### src/shared/memory_map_pkg.sv
// Purpose: Constants and types for the paged memory map decoder.
// Assumes: 32-bit processor addresses, 8-bit page numbers and offsets.
// Notes:   Region bounds are inclusive byte addresses.
package memory_map_pkg;

   // ==========================================================
   // Processor address regions
   localparam logic [31:0] CSR_LO       = 32'h4000_0200;
   localparam logic [31:0] CSR_HI       = 32'h4000_05ff;
   localparam logic [31:0] HIGH_BOOT_LO = 32'h2100_0000;
   localparam logic [31:0] HIGH_BOOT_HI = 32'h2100_1fff;
   localparam logic [31:0] WAVE_LO      = 32'h2000_0800;
   localparam logic [31:0] WAVE_HI      = 32'h2000_09ff;
   localparam logic [31:0] DATA_LO      = 32'h2000_0000;
   localparam logic [31:0] DATA_HI      = 32'h2000_07ff;
   localparam logic [31:0] LOW_BOOT_LO  = 32'h0000_0000;
   localparam logic [31:0] LOW_BOOT_HI  = 32'h0000_1fff;

   // ==========================================================
   // Digital-interface page numbers
   localparam logic [7:0] PAGE_CSR_A    = 8'h00;
   localparam logic [7:0] PAGE_CSR_B    = 8'h02;
   localparam logic [7:0] PAGE_CSR_C    = 8'h07;
   localparam logic [7:0] PAGE_DATAWAVE = 8'h01;
   localparam logic [7:0] PAGE_HIGH     = 8'h03;
   localparam logic [7:0] PAGE_LOW      = 8'h04;

   // Page counts and page-select field widths
   localparam int BOOT_PAGES     = 32;
   localparam int DATA_PAGES     = 8;
   localparam int WAVE_PAGES     = 2;
   localparam int BOOT_SEL_W     = 6;
   localparam int DATAWAVE_SEL_W = 4;
   localparam logic [7:0] SWAP_OFF = 8'h00;

   typedef enum logic [2:0] {
      RGN_NONE,
      RGN_CSR,
      RGN_DEVRAM,
      RGN_WAVE,
      RGN_DATA,
      RGN_PROG
   } region_t;

endpackage

### src/shared/map_req_if.sv
// Purpose: Carries one decoded request between decoder and classifier.
// Assumes: Single clock domain.
// Notes:   Classifier is purely combinational.
`timescale 1ns/100ps
`default_nettype none
interface map_req_if;
   import memory_map_pkg::*;
   logic [31:0] addr;      // Processor byte address
   logic        swap;      // Boot-region swap active
   region_t     region;    // Decoded region
   logic [12:0] offset;    // Byte offset inside region
   modport requester (output addr, output swap, input region, input offset);
   modport classifier (input addr, input swap, output region, output offset);
endinterface
`default_nettype wire

### src/core/paged_memory_map_decoder.sv
// Purpose: Decodes processor and paged digital-interface accesses to regions.
// Assumes: Host holds processor in reset before paged accesses.
// Notes:   Outputs registered, one cycle after the request.
`timescale 1ns/100ps
`default_nettype none
module paged_memory_map_decoder
   import memory_map_pkg::*;
(
   input  wire logic        clock,          // System clock
   input  wire logic        rst,            // Synchronous reset, active high
   input  wire logic [7:0]  boot_region_swap, // Swap setting, zero is normal map
   input  wire logic        if_select,      // Digital interface enabled
   input  wire logic        cpu_reset,      // Processor held in reset
   input  wire logic        cpu_valid,      // Processor access request
   input  wire logic [31:0] cpu_addr,       // Processor byte address
   input  wire logic        di_valid,       // Interface access request
   input  wire logic        di_write,       // Interface access is a write
   input  wire logic [7:0]  di_page,        // Interface page number
   input  wire logic [7:0]  di_offset,      // Byte offset within page
   input  wire logic [5:0]  boot_page_sel,  // Page select for boot regions
   input  wire logic [3:0]  dw_page_sel,    // Page select for data/waveform RAM
   output logic             out_valid,      // Decoded access valid
   output region_t          out_region,     // Target region
   output logic [12:0]      out_offset,     // Byte offset within region
   output logic             out_write,      // Write access
   output logic             out_from_di,    // Access came from the interface
   output logic             out_error       // Unmapped or refused access
);
   map_req_if req ();

   // ==========================================================
   // Processor path
   wire swap_on = boot_region_swap != SWAP_OFF;
   assign req.addr = cpu_addr;
   assign req.swap = swap_on;

   region_classifier u_classify (
      .bus (req.classifier)
   );

   // ==========================================================
   // Interface path
   // Interface accesses count only once the host has taken the processor
   wire di_enabled = if_select && cpu_reset;
   wire di_take    = di_valid && di_enabled;
   wire pg_csr     = (di_page == PAGE_CSR_A) || (di_page == PAGE_CSR_B) ||
                     (di_page == PAGE_CSR_C);
   wire dw_is_wave = dw_page_sel >= 4'(DATA_PAGES);
   wire dw_inrange = {28'h0, dw_page_sel} < (DATA_PAGES + WAVE_PAGES);
   wire [3:0] wave_pg = dw_page_sel - 4'(DATA_PAGES);
   wire [12:0] boot_off = {boot_page_sel[4:0], di_offset};
   wire [12:0] dw_off   = dw_is_wave ? {4'h0, wave_pg[0], di_offset}
                                     : {2'b00, dw_page_sel[2:0], di_offset};
   wire boot_inrange = {26'h0, boot_page_sel} < BOOT_PAGES;

   region_t    di_region;
   wire [12:0] di_off =
      (di_page == PAGE_DATAWAVE) ? dw_off :
      pg_csr ? {5'h00, di_offset} : boot_off;
   assign di_region =
      pg_csr ? RGN_CSR :
      (di_page == PAGE_DATAWAVE && dw_inrange) ? (dw_is_wave ? RGN_WAVE : RGN_DATA) :
      (di_page == PAGE_HIGH && boot_inrange) ? (swap_on ? RGN_PROG : RGN_DEVRAM) :
      (di_page == PAGE_LOW && boot_inrange) ? (swap_on ? RGN_DEVRAM : RGN_PROG) :
      RGN_NONE;

   // Program memory is read-only from the interface only in its low home
   wire di_ro_refuse = di_write && (di_page == PAGE_LOW) && !swap_on;

   // ==========================================================
   // Output stage; interface wins while it owns the bus
   wire     use_di   = di_take;
   wire     sel_vld  = use_di || cpu_valid;
   region_t sel_rgn;
   assign sel_rgn = use_di ? di_region : req.region;
   wire [12:0] sel_off = use_di ? di_off : req.offset;
   wire sel_err = (sel_rgn == RGN_NONE) || (use_di && di_ro_refuse);

   always_ff @(posedge clock) begin
      if (rst) begin
         out_valid   <= 1'b0;
         out_region  <= RGN_NONE;
         out_offset  <= 13'h0000;
         out_write   <= 1'b0;
         out_from_di <= 1'b0;
         out_error   <= 1'b0;
      end else begin
         out_valid   <= sel_vld;
         out_region  <= sel_vld ? sel_rgn : RGN_NONE;
         out_offset  <= sel_off;
         out_write   <= use_di && di_write;
         out_from_di <= use_di;
         out_error   <= sel_vld && sel_err;
      end
   end

   // ==========================================================
   // Checks
   a_csr_cpu_map: assert property (@(posedge clock) disable iff (rst)
      (cpu_valid && !di_take && cpu_addr >= CSR_LO && cpu_addr <= CSR_HI)
      |=> (out_region == RGN_CSR))
      else $error("cpu csr address not decoded to csr");
   a_csr_page_map: assert property (@(posedge clock) disable iff (rst)
      (di_take && pg_csr) |=> (out_region == RGN_CSR && out_from_di))
      else $error("csr page not decoded to csr");
   a_devram_normal: assert property (@(posedge clock) disable iff (rst)
      (di_take && di_page == PAGE_HIGH && boot_inrange && !swap_on)
      |=> (out_region == RGN_DEVRAM && out_offset == $past(boot_off)))
      else $error("page 3 not development ram");
   a_wave_cpu_map: assert property (@(posedge clock) disable iff (rst)
      (cpu_valid && !di_take && cpu_addr >= WAVE_LO && cpu_addr <= WAVE_HI)
      |=> (out_region == RGN_WAVE))
      else $error("waveform address misdecoded");
   a_data_cpu_map: assert property (@(posedge clock) disable iff (rst)
      (cpu_valid && !di_take && cpu_addr >= DATA_LO && cpu_addr <= DATA_HI)
      |=> (out_region == RGN_DATA && !out_error))
      else $error("data address misdecoded");
   a_prog_readonly: assert property (@(posedge clock) disable iff (rst)
      (di_take && di_write && di_page == PAGE_LOW && !swap_on) |=> out_error)
      else $error("program memory write not refused");
   a_swap_places: assert property (@(posedge clock) disable iff (rst)
      (di_take && swap_on && di_page == PAGE_LOW && boot_inrange)
      |=> (out_region == RGN_DEVRAM && !out_error))
      else $error("swapped low page not development ram");
   a_di_gated: assert property (@(posedge clock) disable iff (rst)
      (!cpu_valid && di_valid && !di_enabled) |=> !out_valid)
      else $error("interface access taken while not enabled");
endmodule
`default_nettype wire

### src/core/region_classifier.sv
// Purpose: Classifies a processor address into a memory region.
// Assumes: Bounds inclusive; unmatched addresses give RGN_NONE.
// Notes:   Swap exchanges program memory and development RAM placement.
`timescale 1ns/100ps
`default_nettype none
module region_classifier
   import memory_map_pkg::*;
(
   map_req_if.classifier bus  // Address in, region out
);
   wire in_csr  = (bus.addr >= CSR_LO) && (bus.addr <= CSR_HI);
   wire in_high = (bus.addr >= HIGH_BOOT_LO) && (bus.addr <= HIGH_BOOT_HI);
   wire in_wave = (bus.addr >= WAVE_LO) && (bus.addr <= WAVE_HI);
   wire in_data = (bus.addr >= DATA_LO) && (bus.addr <= DATA_HI);
   wire in_low  = bus.addr <= LOW_BOOT_HI;
   wire [31:0] base = in_csr  ? CSR_LO  : in_high ? HIGH_BOOT_LO :
                      in_wave ? WAVE_LO : in_data ? DATA_LO : LOW_BOOT_LO;
   wire [31:0] diff = bus.addr - base;

   // Swap only moves the two boot regions
   assign bus.region = in_csr  ? RGN_CSR :
                       in_high ? (bus.swap ? RGN_PROG : RGN_DEVRAM) :
                       in_wave ? RGN_WAVE :
                       in_data ? RGN_DATA :
                       in_low  ? (bus.swap ? RGN_DEVRAM : RGN_PROG) :
                       RGN_NONE;
   assign bus.offset = diff[12:0];
endmodule
`default_nettype wire

### config.mk
export PLATFORM = sky130hd
export DESIGN_NAME = paged_memory_map_decoder
export DESIGN_NICKNAME = d
export VERILOG_FILES = /design/src/shared/memory_map_pkg.sv /design/src/shared/map_req_if.sv /design/src/core/paged_memory_map_decoder.sv /design/src/core/region_classifier.sv
export SDC_FILE = /design/constraint.sdc
export NUM_CORES = 1
export LEC_CHECK = 0
export ABC_AREA = 0
export BUFFER_PORTS_ARGS = -buffer_cell sky130_fd_sc_hd__buf_4
export CORE_UTILIZATION = 42
export CTS_CLUSTER_SIZE = 16
export DETAILED_ROUTE_END_ITERATION = 8
export PLACE_DENSITY = 0.83
export SETUP_SLACK_MARGIN = 0.1
export SLEW_MARGIN = 20
export SYNTH_ARGS = -nofsm -noshare
export SYNTH_HDL_FRONTEND = slang
export SYNTH_SLANG_ARGS = --single-unit
### constraint.sdc
create_clock -name clock -period 4.7 [get_ports clock]
set_input_delay 0.47 -clock clock [delete_from_list [all_inputs] [get_ports clock]]
set_output_delay 0.47 -clock clock [all_outputs]
set_load 0.1 [all_outputs]
==> results of run 1 <==
[layout make-up]
| type | count | share of cell area |
|---|---|---|
| Clock inverter | 1 | 0.0153 |
| Sequential cell | 20 | 0.204 |
| Multi-Input combinational cell | 119 | 0.380 |
| Inverter | 9 | 0.0173 |
| Timing Repair Buffer | 92 | 0.353 |
| Tap cell | 30 | 0.0192 |
| Clock buffer | 3 | 0.0115 |
[sequential cells by signal (all words and copies together), names as in the netlist]
| register | flops |
|---|---|
| out_from_di | 1 |
| out_write | 1 |
| out_error | 1 |
| out_valid | 1 |
| out_offset | 13 |
| out_region | 3 |
[per-stage QoR]
| stage | cell area, µm² | power [mW] | instances |
|---|---|---|---|
| after floorplan | 1190 | 0.279 | 152 |
| after global placement | 1910 | 0.349 | 270 |
| after detailed placement | 1910 | 0.352 | 270 |
| after CTS | 1960 | 0.488 | 274 |
| after global routing | 1960 | 0.506 | 274 |
| final | 1960 | 0.487 | 274 |
[kinds of logic after synthesis]
kind of cell    count (synthesis)  share of synthesized area
xor+xnor                        3                     0.0220
compound gates                 42                      0.238
simple gates                   71                      0.332
buf+inv                        13                     0.0409
fa+ha+maj                       3                     0.0315
flops                          20                      0.336
[per-layer routing]
layer | global-route usage | part of all wire | vias up | routed length [µm]
met5 | 0 | 0 | - | 0
met2 | 0.468 | 0.51 | 82 | 1930
met4 | 0.0393 | 0.011 | 0 | 40
met3 | 0.0609 | 0.085 | 8 | 320
li1 | - | - | 754 | -
met1 | 0.301 | 0.39 | 692 | 1490
[placed cells by master (no fill, tap or decap), types with 2 or more instances in the layout]
| cell | count |
|---|---|
| inv_1 | 9 |
| o21bai_1 | 3 |
| nor4_1 | 5 |
| or4_1 | 3 |
| dfxtp_1 | 20 |
| a31oi_1 | 2 |
| ha_1 | 3 |
| or4_4 | 2 |
| nor2_1 | 13 |
| clkbuf_4 | 3 |
| xor2_1 | 2 |
| o21a_1 | 2 |
| nor3_1 | 6 |
| nand2_1 | 20 |
| a211o_1 | 3 |
| o21ai_0 | 2 |
| a22oi_1 | 2 |
| nand4_1 | 7 |
| a21oi_1 | 19 |
| buf_4 | 92 |
| nand3_1 | 5 |
[power breakdown]
part | internal, mW | total [mW] | switching (mW)
clock network | 0.0862 | 0.138 | 0.0516
logic | 0.0628 | 0.168 | 0.106
registers | 0.178 | 0.181 | 0.00221
total | 0.327 | 0.487 | 0.159
[how the worst max path moves through the flow]
stage                      start        endpoint  slack (ps)  depth (start not counted)
floorplan           cpu_addr[14]  out_offset[12]        2190                          9
global placement    cpu_addr[14]  out_offset[12]        2010                         10
detailed placement  cpu_addr[14]  out_offset[12]        1920                         10
CTS                 cpu_addr[14]  out_offset[12]        2240                         10
global route        cpu_addr[14]  out_offset[12]        2120                         10
finish              cpu_addr[14]  out_offset[12]        2240                         10
==> impl_metrics.sql, run 1 <==
INSERT INTO impl_metrics (metric_group, metric, value, unit) VALUES
('run_status', 'outcome', 'complete, no violations', ''),
('worst_setup_path', 'worstPathBufferInverterCount', '2', ''),
('worst_setup_path', 'worst-endpoint-required', '4940', 'ps'),
('clock_tree', 'post_cts_resized', '0', ''),
('die', 'die-area', '3060', 'µm²'),
('routing', 'drc', '0', ''),
('cells_and_area', 'final_core_util', '0.756', ''),
('clock_tree', 'cts_buffer_depth', '2', ''),
('die', 'die_x', '55.3', 'µm'),
('cells_and_area', 'multi_input_comb_area', '743', 'µm²'),
('routing', 'post_drt_wl_per_cell', '13.8', 'µm'),
('placement', 'place.port_buffers', '92', ''),
('worst_setup_path', 'timing.critical_path.max_delay_family', 'simple AND/OR/NAND/NOR gates', ''),
('min_path', 'worst_hold_path.endpoint', 'out_write', ''),
('synthesis', 'synth_largest_area_cell', 'dfxtp_1', ''),
('cells_and_area', 'areaGrowthSynthToFinish', '64.2', '%'),
('routing', 'vias', '1536', ''),
('clock_tree', 'cts_root_buf', 'clkbuf_4', ''),
('cells_and_area', 'area.sequential', '400', 'µm²'),
('power_and_ir_drop', 'power.leakage', '0.902', 'nW'),
('synthesis', 'synth.ff_latch_count', '20', ''),
('synthesis', 'synth-warning-count', '0', ''),
('min_path', 'hold_path.startpoint', 'di_write', ''),
('min_path', 'hold_depth', '2', ''),
('die', 'initial_core_util', '0.460', ''),
('sta', 'finalSetupViolations', '0', ''),
('global_routing', 'grt_pass1_wl', '6510', 'µm'),
('sta', 'post-route-period-util', '0.524', ''),
('clock_tree', 'postCtsHoldBufs', '0', ''),
('synthesis', 'synth.top_cell.area_share', '0.336', ''),
('sta', 'final_hold_vio_count', '0', ''),
('clock_tree', 'htreeDepth', '1', ''),
('synthesis', 'synth.lib_cells_used.distinct', '40', ''),
('synthesis', 'syn-num-nets', '228', ''),
('die', 'core-area', '2590', 'µm²'),
('worst_setup_path', 'series_of_cell_instances_along_the_critical_path', 'buf_4 -> or4_1 -> or4b_1 -> nor3_2 -> inv_1 -> ha_1 -> a21oi_1 -> xor2_1 -> a22oi_1 -> nor2_1', ''),
('cells_and_area', 'post_route_cells_drive_above_1_share', '0.422', ''),
('synthesis', 'synth_enable_flop_cells', '0', ''),
('clock_tree', 'numClockSinks', '20', ''),
('clock_tree', 'clkTransAtPathRegs', '110', 'ps'),
('synthesis', 'synth.top_cells.by_area', 'dfxtp_1 (34%), a21oi_1 (8.0%), nand2_1 (6.3%), nor2_1 (4.1%), nand4_1 (3.7%)', ''),
('worst_setup_path', 'critPathCaptureType', 'flop', ''),
('routing', 'final_antenna_net_count', '0', ''),
('synthesis', 'mappedNetlistArea', '1190', 'µm²'),
('synthesis', 'synth_sequential_area_ratio', '0.336', ''),
('routing', 'drt_iter0_drc', '63', ''),
('power_and_ir_drop', 'vdd.ir_drop.worst', '0.363', 'mV'),
('clock_tree', 'numCtsBuffers', '3', ''),
('worst_setup_path', 'worstPathMaxFanout', '3', ''),
('cells_and_area', 'n_antenna_cell', '0', ''),
('global_routing', 'via_count_of_the_first_global_routing_pass', '1504', ''),
('synthesis', 'ys_async_sr_fraction', '0', ''),
('placement', 'dpl.hpwl', '3070', 'µm'),
('sta', 'finalMaxSlewViolations', '0', ''),
('synthesis', 'ys.flop_type', 'dfxtp_1', ''),
('routing', 'route.detailed.vias_per_inst', '5.61', ''),
('power_and_ir_drop', 'power_density_normalized_to_cell_area', '249', 'nW/µm²'),
('worst_setup_path', 'worst_path_max_delay_cell', 'or4_1', ''),
('sta', 'timing.slew.headroom', '0.422', ''),
('global_routing', 'antenna_found_initial', '0', ''),
('die', 'die_height', '55.3', 'µm'),
('global_routing', 'globalRouteOverflowTotal', '0', ''),
('sta', 'actual_transition_at_the_worst_max_transition_pin', '860', 'ps'),
('routing', 'wl', '3780', 'µm'),
('clock_tree', 'postCtsSetupBuffers', '0', ''),
('die', 'io-pin-count', '93', ''),
('sta', 'setup-tns-final', '0', 'ps'),
('min_path', 'worst_hold_path_type', 'input port to flop', ''),
('worst_setup_path', 'critical-path-max-stage-delay', '520', 'ps'),
('worst_setup_path', 'setup.worst_path.start_class', 'input port', ''),
('synthesis', 'instance_count_of_the_mapped_netlist', '152', '');
Power figures use the tool's default switching activity.
==> inputs of run 2 (changes only) <==
CORE_UTILIZATION = 35   (was 42)
PLACE_DENSITY = 0.74   (was 0.83)
clock period = 2.1 ns   (was 4.7 ns; I/O delays follow)
==> run 2 against run 1 <==
  * Sequential power grew 120%
  * Via count fell by 1.4%
  * Total power rose by 120%
  * Cell count rose by 9.1%
  * Global-route usage fell by 5.0 points
  * Worst hold slack worse by 270 ps
  * Sequential share of layout area fell by 1.3 points
  * Combinational power grew 130%
  * Flip-flop and latch count is the same
  * Die area rose by 19%
  * Clock-buffer cell count unchanged
  * Core utilization is 9.1 points lower
  * Critical path type unchanged
==> impl_metrics.sql, run 2 (synthesis results as in run 1) <==
INSERT INTO impl_metrics (metric_group, metric, value, unit) VALUES
('global_routing', 'met3_usage', '0.0405', ''),
('clock_tree', 'numClockSinks', '20', ''),
('worst_setup_path', 'critPathCaptureType', 'flop', ''),
('sta', 'setup-tns-final', '0', 'ps'),
('global_routing', 'groute.layer.met2.usage', '0.361', ''),
('run_status', 'outcome', 'complete, no violations', ''),
('die', 'io-pin-count', '93', ''),
('sta', 'min_period', '2040', 'ps'),
('power_and_ir_drop', 'share_seq_of_total_power', '0.369', ''),
('routing', 'final_antenna_net_count', '0', ''),
('cells_and_area', 'biggestRegsByFlops', 'out_offset (13), out_region (3)', ''),
('clock_tree', 'tritoncts', 'done', ''),
('job', 'max-cap-violations', '0', ''),
('worst_setup_path', 'crit_type', 'input port to flop', ''),
('power_and_ir_drop', 'vdd.ir_drop.worst', '0.335', 'mV'),
('die', 'die_x', '60.4', 'µm'),
('sta', 'timing.fmax', '491', 'MHz'),
('die', 'std_cell_rows', '20', ''),
('routing', 'wl', '3530', 'µm'),
('global_routing', 'pin_count_of_the_biggest_net_entering_global_routing', '16', ''),
('clock_tree', 'numCtsBuffers', '3', ''),
('routing', 'drc', '0', ''),
('sta', 'final_hold_vio_count', '0', ''),
('cells_and_area', 'final_core_util', '0.665', ''),
('power_and_ir_drop', 'cellInternalPower', '0.742', 'mW'),
('global_routing', 'groute.usage.overall', '0.204', ''),
('sta', 'finalSetupViolations', '0', ''),
('global_routing', 'globalRouteOverflowTotal', '0', ''),
('power_and_ir_drop', 'overall_power', '1.09', 'mW'),
('clock_tree', 'cts_root_buf', 'clkbuf_4', ''),
('global_routing', 'via_count_of_the_first_global_routing_pass', '1369', ''),
('routing', 'drt_first_pass_iters', '4', ''),
('power_and_ir_drop', 'clockPowerShare', '0.279', ''),
('die', 'die_height', '60.4', 'µm'),
('placement', 'dpl.hpwl', '2930', 'µm'),
('clock_tree', 'clkTransAtPathRegs', '110', 'ps'),
('clock_tree', 'htreeDepth', '1', ''),
('sta', 'post-route-period-util', '0.970', ''),
('global_routing', 'globalRouteMet1Util', '0.252', ''),
('cells_and_area', 'final_common_cell', 'buf_4', ''),
('die', 'core-area', '3150', 'µm²'),
('min_path', 'worst_hold_path_type', 'input port to flop', ''),
('worst_setup_path', 'worst-endpoint-required', '2300', 'ps'),
('global_routing', 'grt_pass1_wl', '5660', 'µm'),
('cells_and_area', 'n_antenna_cell', '0', ''),
('power_and_ir_drop', 'power_density_normalized_to_cell_area', '522', 'nW/µm²'),
('sta', 'rsz0062_at_grt', 'yes', ''),
('routing', 'post_drt_wl_per_cell', '11.8', 'µm'),
('cells_and_area', 'final.fill_count', '288', ''),
('sta', 'hold_ws', '122', 'ps'),
('cells_and_area', 'post_route_cells_drive_above_1_share', '0.467', ''),
('sta', 'finalMaxSlewViolations', '0', ''),
('cells_and_area', 'regMostFlops', 'out_offset', ''),
('global_routing', 'busiest_layer', 'met2', ''),
('sta', 'postLayoutSetupSlackWorst', '62.0', 'ps'),
('routing', 'vias', '1515', ''),
('routing', 'route.detailed.vias_per_inst', '5.07', ''),
('cells_and_area', 'top_library_cells_by_usage_in_the_layout_fill_and_taps_aside', 'buf_4 (101), nand2_1 (20), dfxtp_1 (20), a21oi_1 (18), nor2_1 (13)', ''),
('cells_and_area', 'nNetsFinal', '332', ''),
('sta', 'timing.slew.headroom', '0.695', ''),
('worst_setup_path', 'timing.critical_path.arrival', '2230', 'ps'),
('placement', 'place.port_buffers', '92', ''),
('power_and_ir_drop', 'combinationalPowerShare', '0.352', ''),
('power_and_ir_drop', 'power.switching_fraction', '0.322', ''),
('sta', 'actual_transition_at_the_worst_max_transition_pin', '458', 'ps'),
('die', 'die-area', '3640', 'µm²'),
('worst_setup_path', 'setup.worst_path.start_class', 'input port', ''),
('cells_and_area', 'number_of_flip_flops_under_the_largest_register_name', '13', ''),
('cells_and_area', 'areaGrowthSynthToFinish', '75.8', '%'),
('placement', 'gp_routability_congestion', '0.856', ''),
('global_routing', 'antenna_found_initial', '0', ''),
('die', 'initial_core_util', '0.378', ''),
('clock_tree', 'postCtsHoldBufs', '0', ''),
('worst_setup_path', 'worstPathMaxFanout', '2', ''),
('routing', 'drt_iter0_drc', '38', ''),
('power_and_ir_drop', 'power_switching', '0.353', 'mW'),
('power_and_ir_drop', 'power.leakage', '0.980', 'nW'),
('placement', 'dp_worst_setup_slack', '-324', 'ps'),
('clock_tree', 'cts_buffer_depth', '2', '');
[run 2: worst paths after layout]
path / from / endpoint / slack [ps] / cells past startpoint
worst max-delay path: cpu_addr[14] / out_offset[12] / 60 / 10
worst min-delay path: di_write / out_write / 120 / 2
[run 2: layout make-up]
cell class,count,area [µm²],share of cell area
timing repair buffer,103,781,0.373
clock buffer,3,22.5,0.0107
sequential,20,400,0.191
inverter,9,33.8,0.0161
tap,44,55.1,0.0263
clock inverter,1,30.0,0.0143
multi-input combinational,119,773,0.369
[run 2: power by group through the flow]
stage | clock network (mW) | registers [mW] | logic (mW)
detailed placement | 0 | 0.413 | 0.381
global route | 0.325 | 0.406 | 0.408
floorplan | 0 | 0.559 | 0.0670
CTS | 0.311 | 0.404 | 0.382
finish | 0.306 | 0.404 | 0.385
global placement | 0 | 0.412 | 0.378
[run 2: layer usage]
metal	share of wire	wire, µm	vias to the layer above
li1	-	-	771
met1	0.42	1500	682
met2	0.50	1760	57
met3	0.068	239	5
met4	0.011	40	0
met5	0	0	-
[run 2: what timing repair did]
action,in CTS,in global routing
gates resized for setup,0,7
cloned,0,0
pin swaps,0,2
endpoints found under the setup margin,1,2
buffers inserted,0,1
[run 2: critical path: stages]
cell and delay, ps:
buf_6 90, or4_4 520, or4b_4 510, nor3_4 200
inv_2 60, ha_4 280, a21oi_2 50, xor2_1 130
a22oi_1 140, nor2_1 60
[run 2: through the flow]
stage / std cells / area [µm²]
after floorplan: 152 / 1200
after global placement: 294 / 2010
after detailed placement: 294 / 2010
after CTS: 298 / 2060
after global routing: 299 / 2100
final: 299 / 2100
==> inputs of run 3 (changes only) <==
==> constraint.sdc (replaced) <==
create_clock -name clock -period 2.1 [get_ports clock]
set_input_delay 0.42 -clock clock [delete_from_list [all_inputs] [get_ports clock]]
set_output_delay 0.42 -clock clock [all_outputs]
set_load 0.1 [all_outputs]
==> run 3 against run 2 <==
  * The run now ends with negative setup slack left
  * Core utilization grew 3.0 points
  * Clock power about the same
  * Global-route usage is 0.062 points higher
  * Total power up 1.3%
  * Die area is the same
  * Via count increased by 0.20%
  * First-iteration DRC count down 7.9%
  * Worst hold slack improved by 210 ps
  * Critical path type unchanged
==> impl_metrics.sql, run 3 (synthesis results as in run 1) <==
INSERT INTO impl_metrics (metric_group, metric, value, unit) VALUES
('run_status', 'outcome', 'finished with violations', ''),
('run_status', 'violated_checks', 'negative setup slack', ''),
('worst_setup_path', 'critPathCaptureType', 'flop', ''),
('sta', 'finalMaxSlewViolations', '0', ''),
('worst_setup_path', 'timing.critical_path.arrival', '2390', 'ps'),
('power_and_ir_drop', 'share_seq_of_total_power', '0.364', ''),
('sta', 'timing.slew.headroom', '0.679', ''),
('power_and_ir_drop', 'cellInternalPower', '0.750', 'mW'),
('sta', 'rsz0062_at_grt', 'yes', ''),
('cells_and_area', 'number_of_flip_flops_under_the_largest_register_name', '13', ''),
('clock_tree', 'cts_buffer_depth', '2', ''),
('cells_and_area', 'regMostFlops', 'out_offset', ''),
('worst_setup_path', 'setup.worst_path.start_class', 'input port', ''),
('routing', 'drt_iter0_drc', '35', ''),
('placement', 'gp_routability_congestion', '0.781', ''),
('worst_setup_path', 'worstPathBufferInverterCount', '2', ''),
('sta', 'min_period', '2200', 'ps'),
('placement', 'dp_worst_setup_slack', '-487', 'ps'),
('sta', 'postLayoutSetupSlackWorst', '-100', 'ps'),
('power_and_ir_drop', 'clockPowerShare', '0.276', ''),
('sta', 'setup-tns-final', '-187', 'ps'),
('job', 'max-cap-violations', '0', ''),
('sta', 'final_hold_vio_count', '0', ''),
('sta', 'finalSetupViolations', '2', ''),
('die', 'die_x', '60.4', 'µm'),
('power_and_ir_drop', 'power_density_normalized_to_cell_area', '506', 'nW/µm²'),
('sta', 'post-route-period-util', '1.05', ''),
('min_path', 'worst_hold_path_type', 'input port to flop', ''),
('placement', 'dpl.hpwl', '3130', 'µm'),
('die', 'core-area', '3150', 'µm²'),
('worst_setup_path', 'worstPathMaxFanout', '2', ''),
('die', 'io-pin-count', '93', ''),
('global_routing', 'globalRouteOverflowTotal', '0', ''),
('clock_tree', 'clkTransAtPathRegs', '110', 'ps'),
('worst_setup_path', 'timing.critical_path.max_delay_family', 'simple AND/OR/NAND/NOR gates', ''),
('routing', 'vias', '1518', ''),
('cells_and_area', 'final_common_cell', 'buf_4', ''),
('cells_and_area', 'final_core_util', '0.695', ''),
('routing', 'post_drt_wl_per_cell', '12.4', 'µm'),
('global_routing', 'via_count_of_the_first_global_routing_pass', '1319', ''),
('routing', 'drt_first_pass_iters', '4', ''),
('sta', 'actual_transition_at_the_worst_max_transition_pin', '482', 'ps'),
('global_routing', 'pin_count_of_the_biggest_net_entering_global_routing', '16', ''),
('power_and_ir_drop', 'power.switching_fraction', '0.324', ''),
('die', 'die-area', '3640', 'µm²'),
('cells_and_area', 'nNetsFinal', '339', ''),
('clock_tree', 'postCtsHoldBufs', '0', ''),
('placement', 'dpl.cell_count', '301', ''),
('routing', 'route.detailed.vias_per_inst', '4.96', ''),
('sta', 'hold_ws', '328', 'ps'),
('power_and_ir_drop', 'overall_power', '1.11', 'mW'),
('routing', 'wl', '3800', 'µm'),
('die', 'std_cell_rows', '20', ''),
('global_routing', 'groute.usage.overall', '0.204', ''),
('power_and_ir_drop', 'vdd.ir_drop.worst', '0.445', 'mV'),
('clock_tree', 'tritoncts', 'done', ''),
('clock_tree', 'numClockSinks', '20', ''),
('placement', 'postPlaceCellArea', '2100', 'µm²'),
('die', 'initial_core_util', '0.378', ''),
('die', 'die_height', '60.4', 'µm'),
('power_and_ir_drop', 'power_switching', '0.359', 'mW'),
('power_and_ir_drop', 'power.leakage', '1.02', 'nW'),
('cells_and_area', 'areaGrowthSynthToFinish', '83.7', '%'),
('power_and_ir_drop', 'combinationalPowerShare', '0.360', ''),
('cells_and_area', 'biggestRegsByFlops', 'out_offset (13), out_region (3)', ''),
('sta', 'timing.fmax', '454', 'MHz'),
('cells_and_area', 'top_library_cells_by_usage_in_the_layout_fill_and_taps_aside', 'buf_4 (107), nand2_1 (20), dfxtp_1 (20), a21oi_1 (18), nor2_1 (13)', ''),
('clock_tree', 'cts_root_buf', 'clkbuf_4', ''),
('clock_tree', 'numCtsBuffers', '3', ''),
('cells_and_area', 'post_route_cells_drive_above_1_share', '0.500', ''),
('routing', 'drc', '0', ''),
('clock_tree', 'htreeDepth', '1', ''),
('worst_setup_path', 'crit_type', 'input port to flop', ''),
('routing', 'final_antenna_net_count', '0', ''),
('cells_and_area', 'n_antenna_cell', '0', ''),
('placement', 'place.port_buffers', '92', ''),
('cells_and_area', 'finish.cell_count_without_fillers', '306', ''),
('worst_setup_path', 'series_of_cell_instances_along_the_critical_path', 'buf_6 -> or4_4 -> or4b_4 -> nor3_4 -> inv_2 -> ha_4 -> a21oi_2 -> xor2_1 -> a22oi_1 -> nor2_1', ''),
('global_routing', 'antenna_found_initial', '0', ''),
('global_routing', 'grt_pass1_wl', '5660', 'µm'),
('cells_and_area', 'final_area', '2190', 'µm²'),
('worst_setup_path', 'worst-endpoint-required', '2290', 'ps'),
('worst_setup_path', 'critical-path-max-stage-delay', '520', 'ps'),
('worst_setup_path', 'worst_path_max_delay_cell', 'or4_4', '');
==> run 3: cell type report <==
cell class	instances	area, µm²
multi-input cells	119	812
flip-flops and latches	20	400
clock buffers	3	22.5
clock inverters	1	30.0
repair buffers	110	837
inverters	9	33.8
well taps	44	55.1
fillers	285	962
==> run 3: what timing repair did <==
item,in CTS,in global routing
buffers inserted,1,0
endpoints found under the setup margin,2,2
resized for setup,5,3
pin swaps,3,0
==> run 3: path summary, 6_finish.rpt <==
check,endpoint,start,slack (ps),cells past startpoint
worst max-delay path,out_offset[12],cpu_addr[14],-100,10
worst min-delay path,out_write,di_write,330,2
==> run 3: layer usage <==
metal,share of wire,wire [µm],track usage,up-vias
li1,-,-,-,790
met1,0.44,1660,0.257,678
met2,0.51,1940,0.352,46
met3,0.043,165,0.0448,4
met4,0.0095,36,0.0532,0
met5,0,0,0,-
==> run 3: power by group through the flow <==
stage,sequential [mW],clock (mW),combinational (mW)
4_1_cts,0.404,0.314,0.398
3_5_place_dp,0.413,0,0.392
2_1_floorplan,0.559,0,0.0690
5_1_grt,0.406,0.343,0.420
3_3_place_gp,0.412,0,0.388
6_report,0.404,0.306,0.399
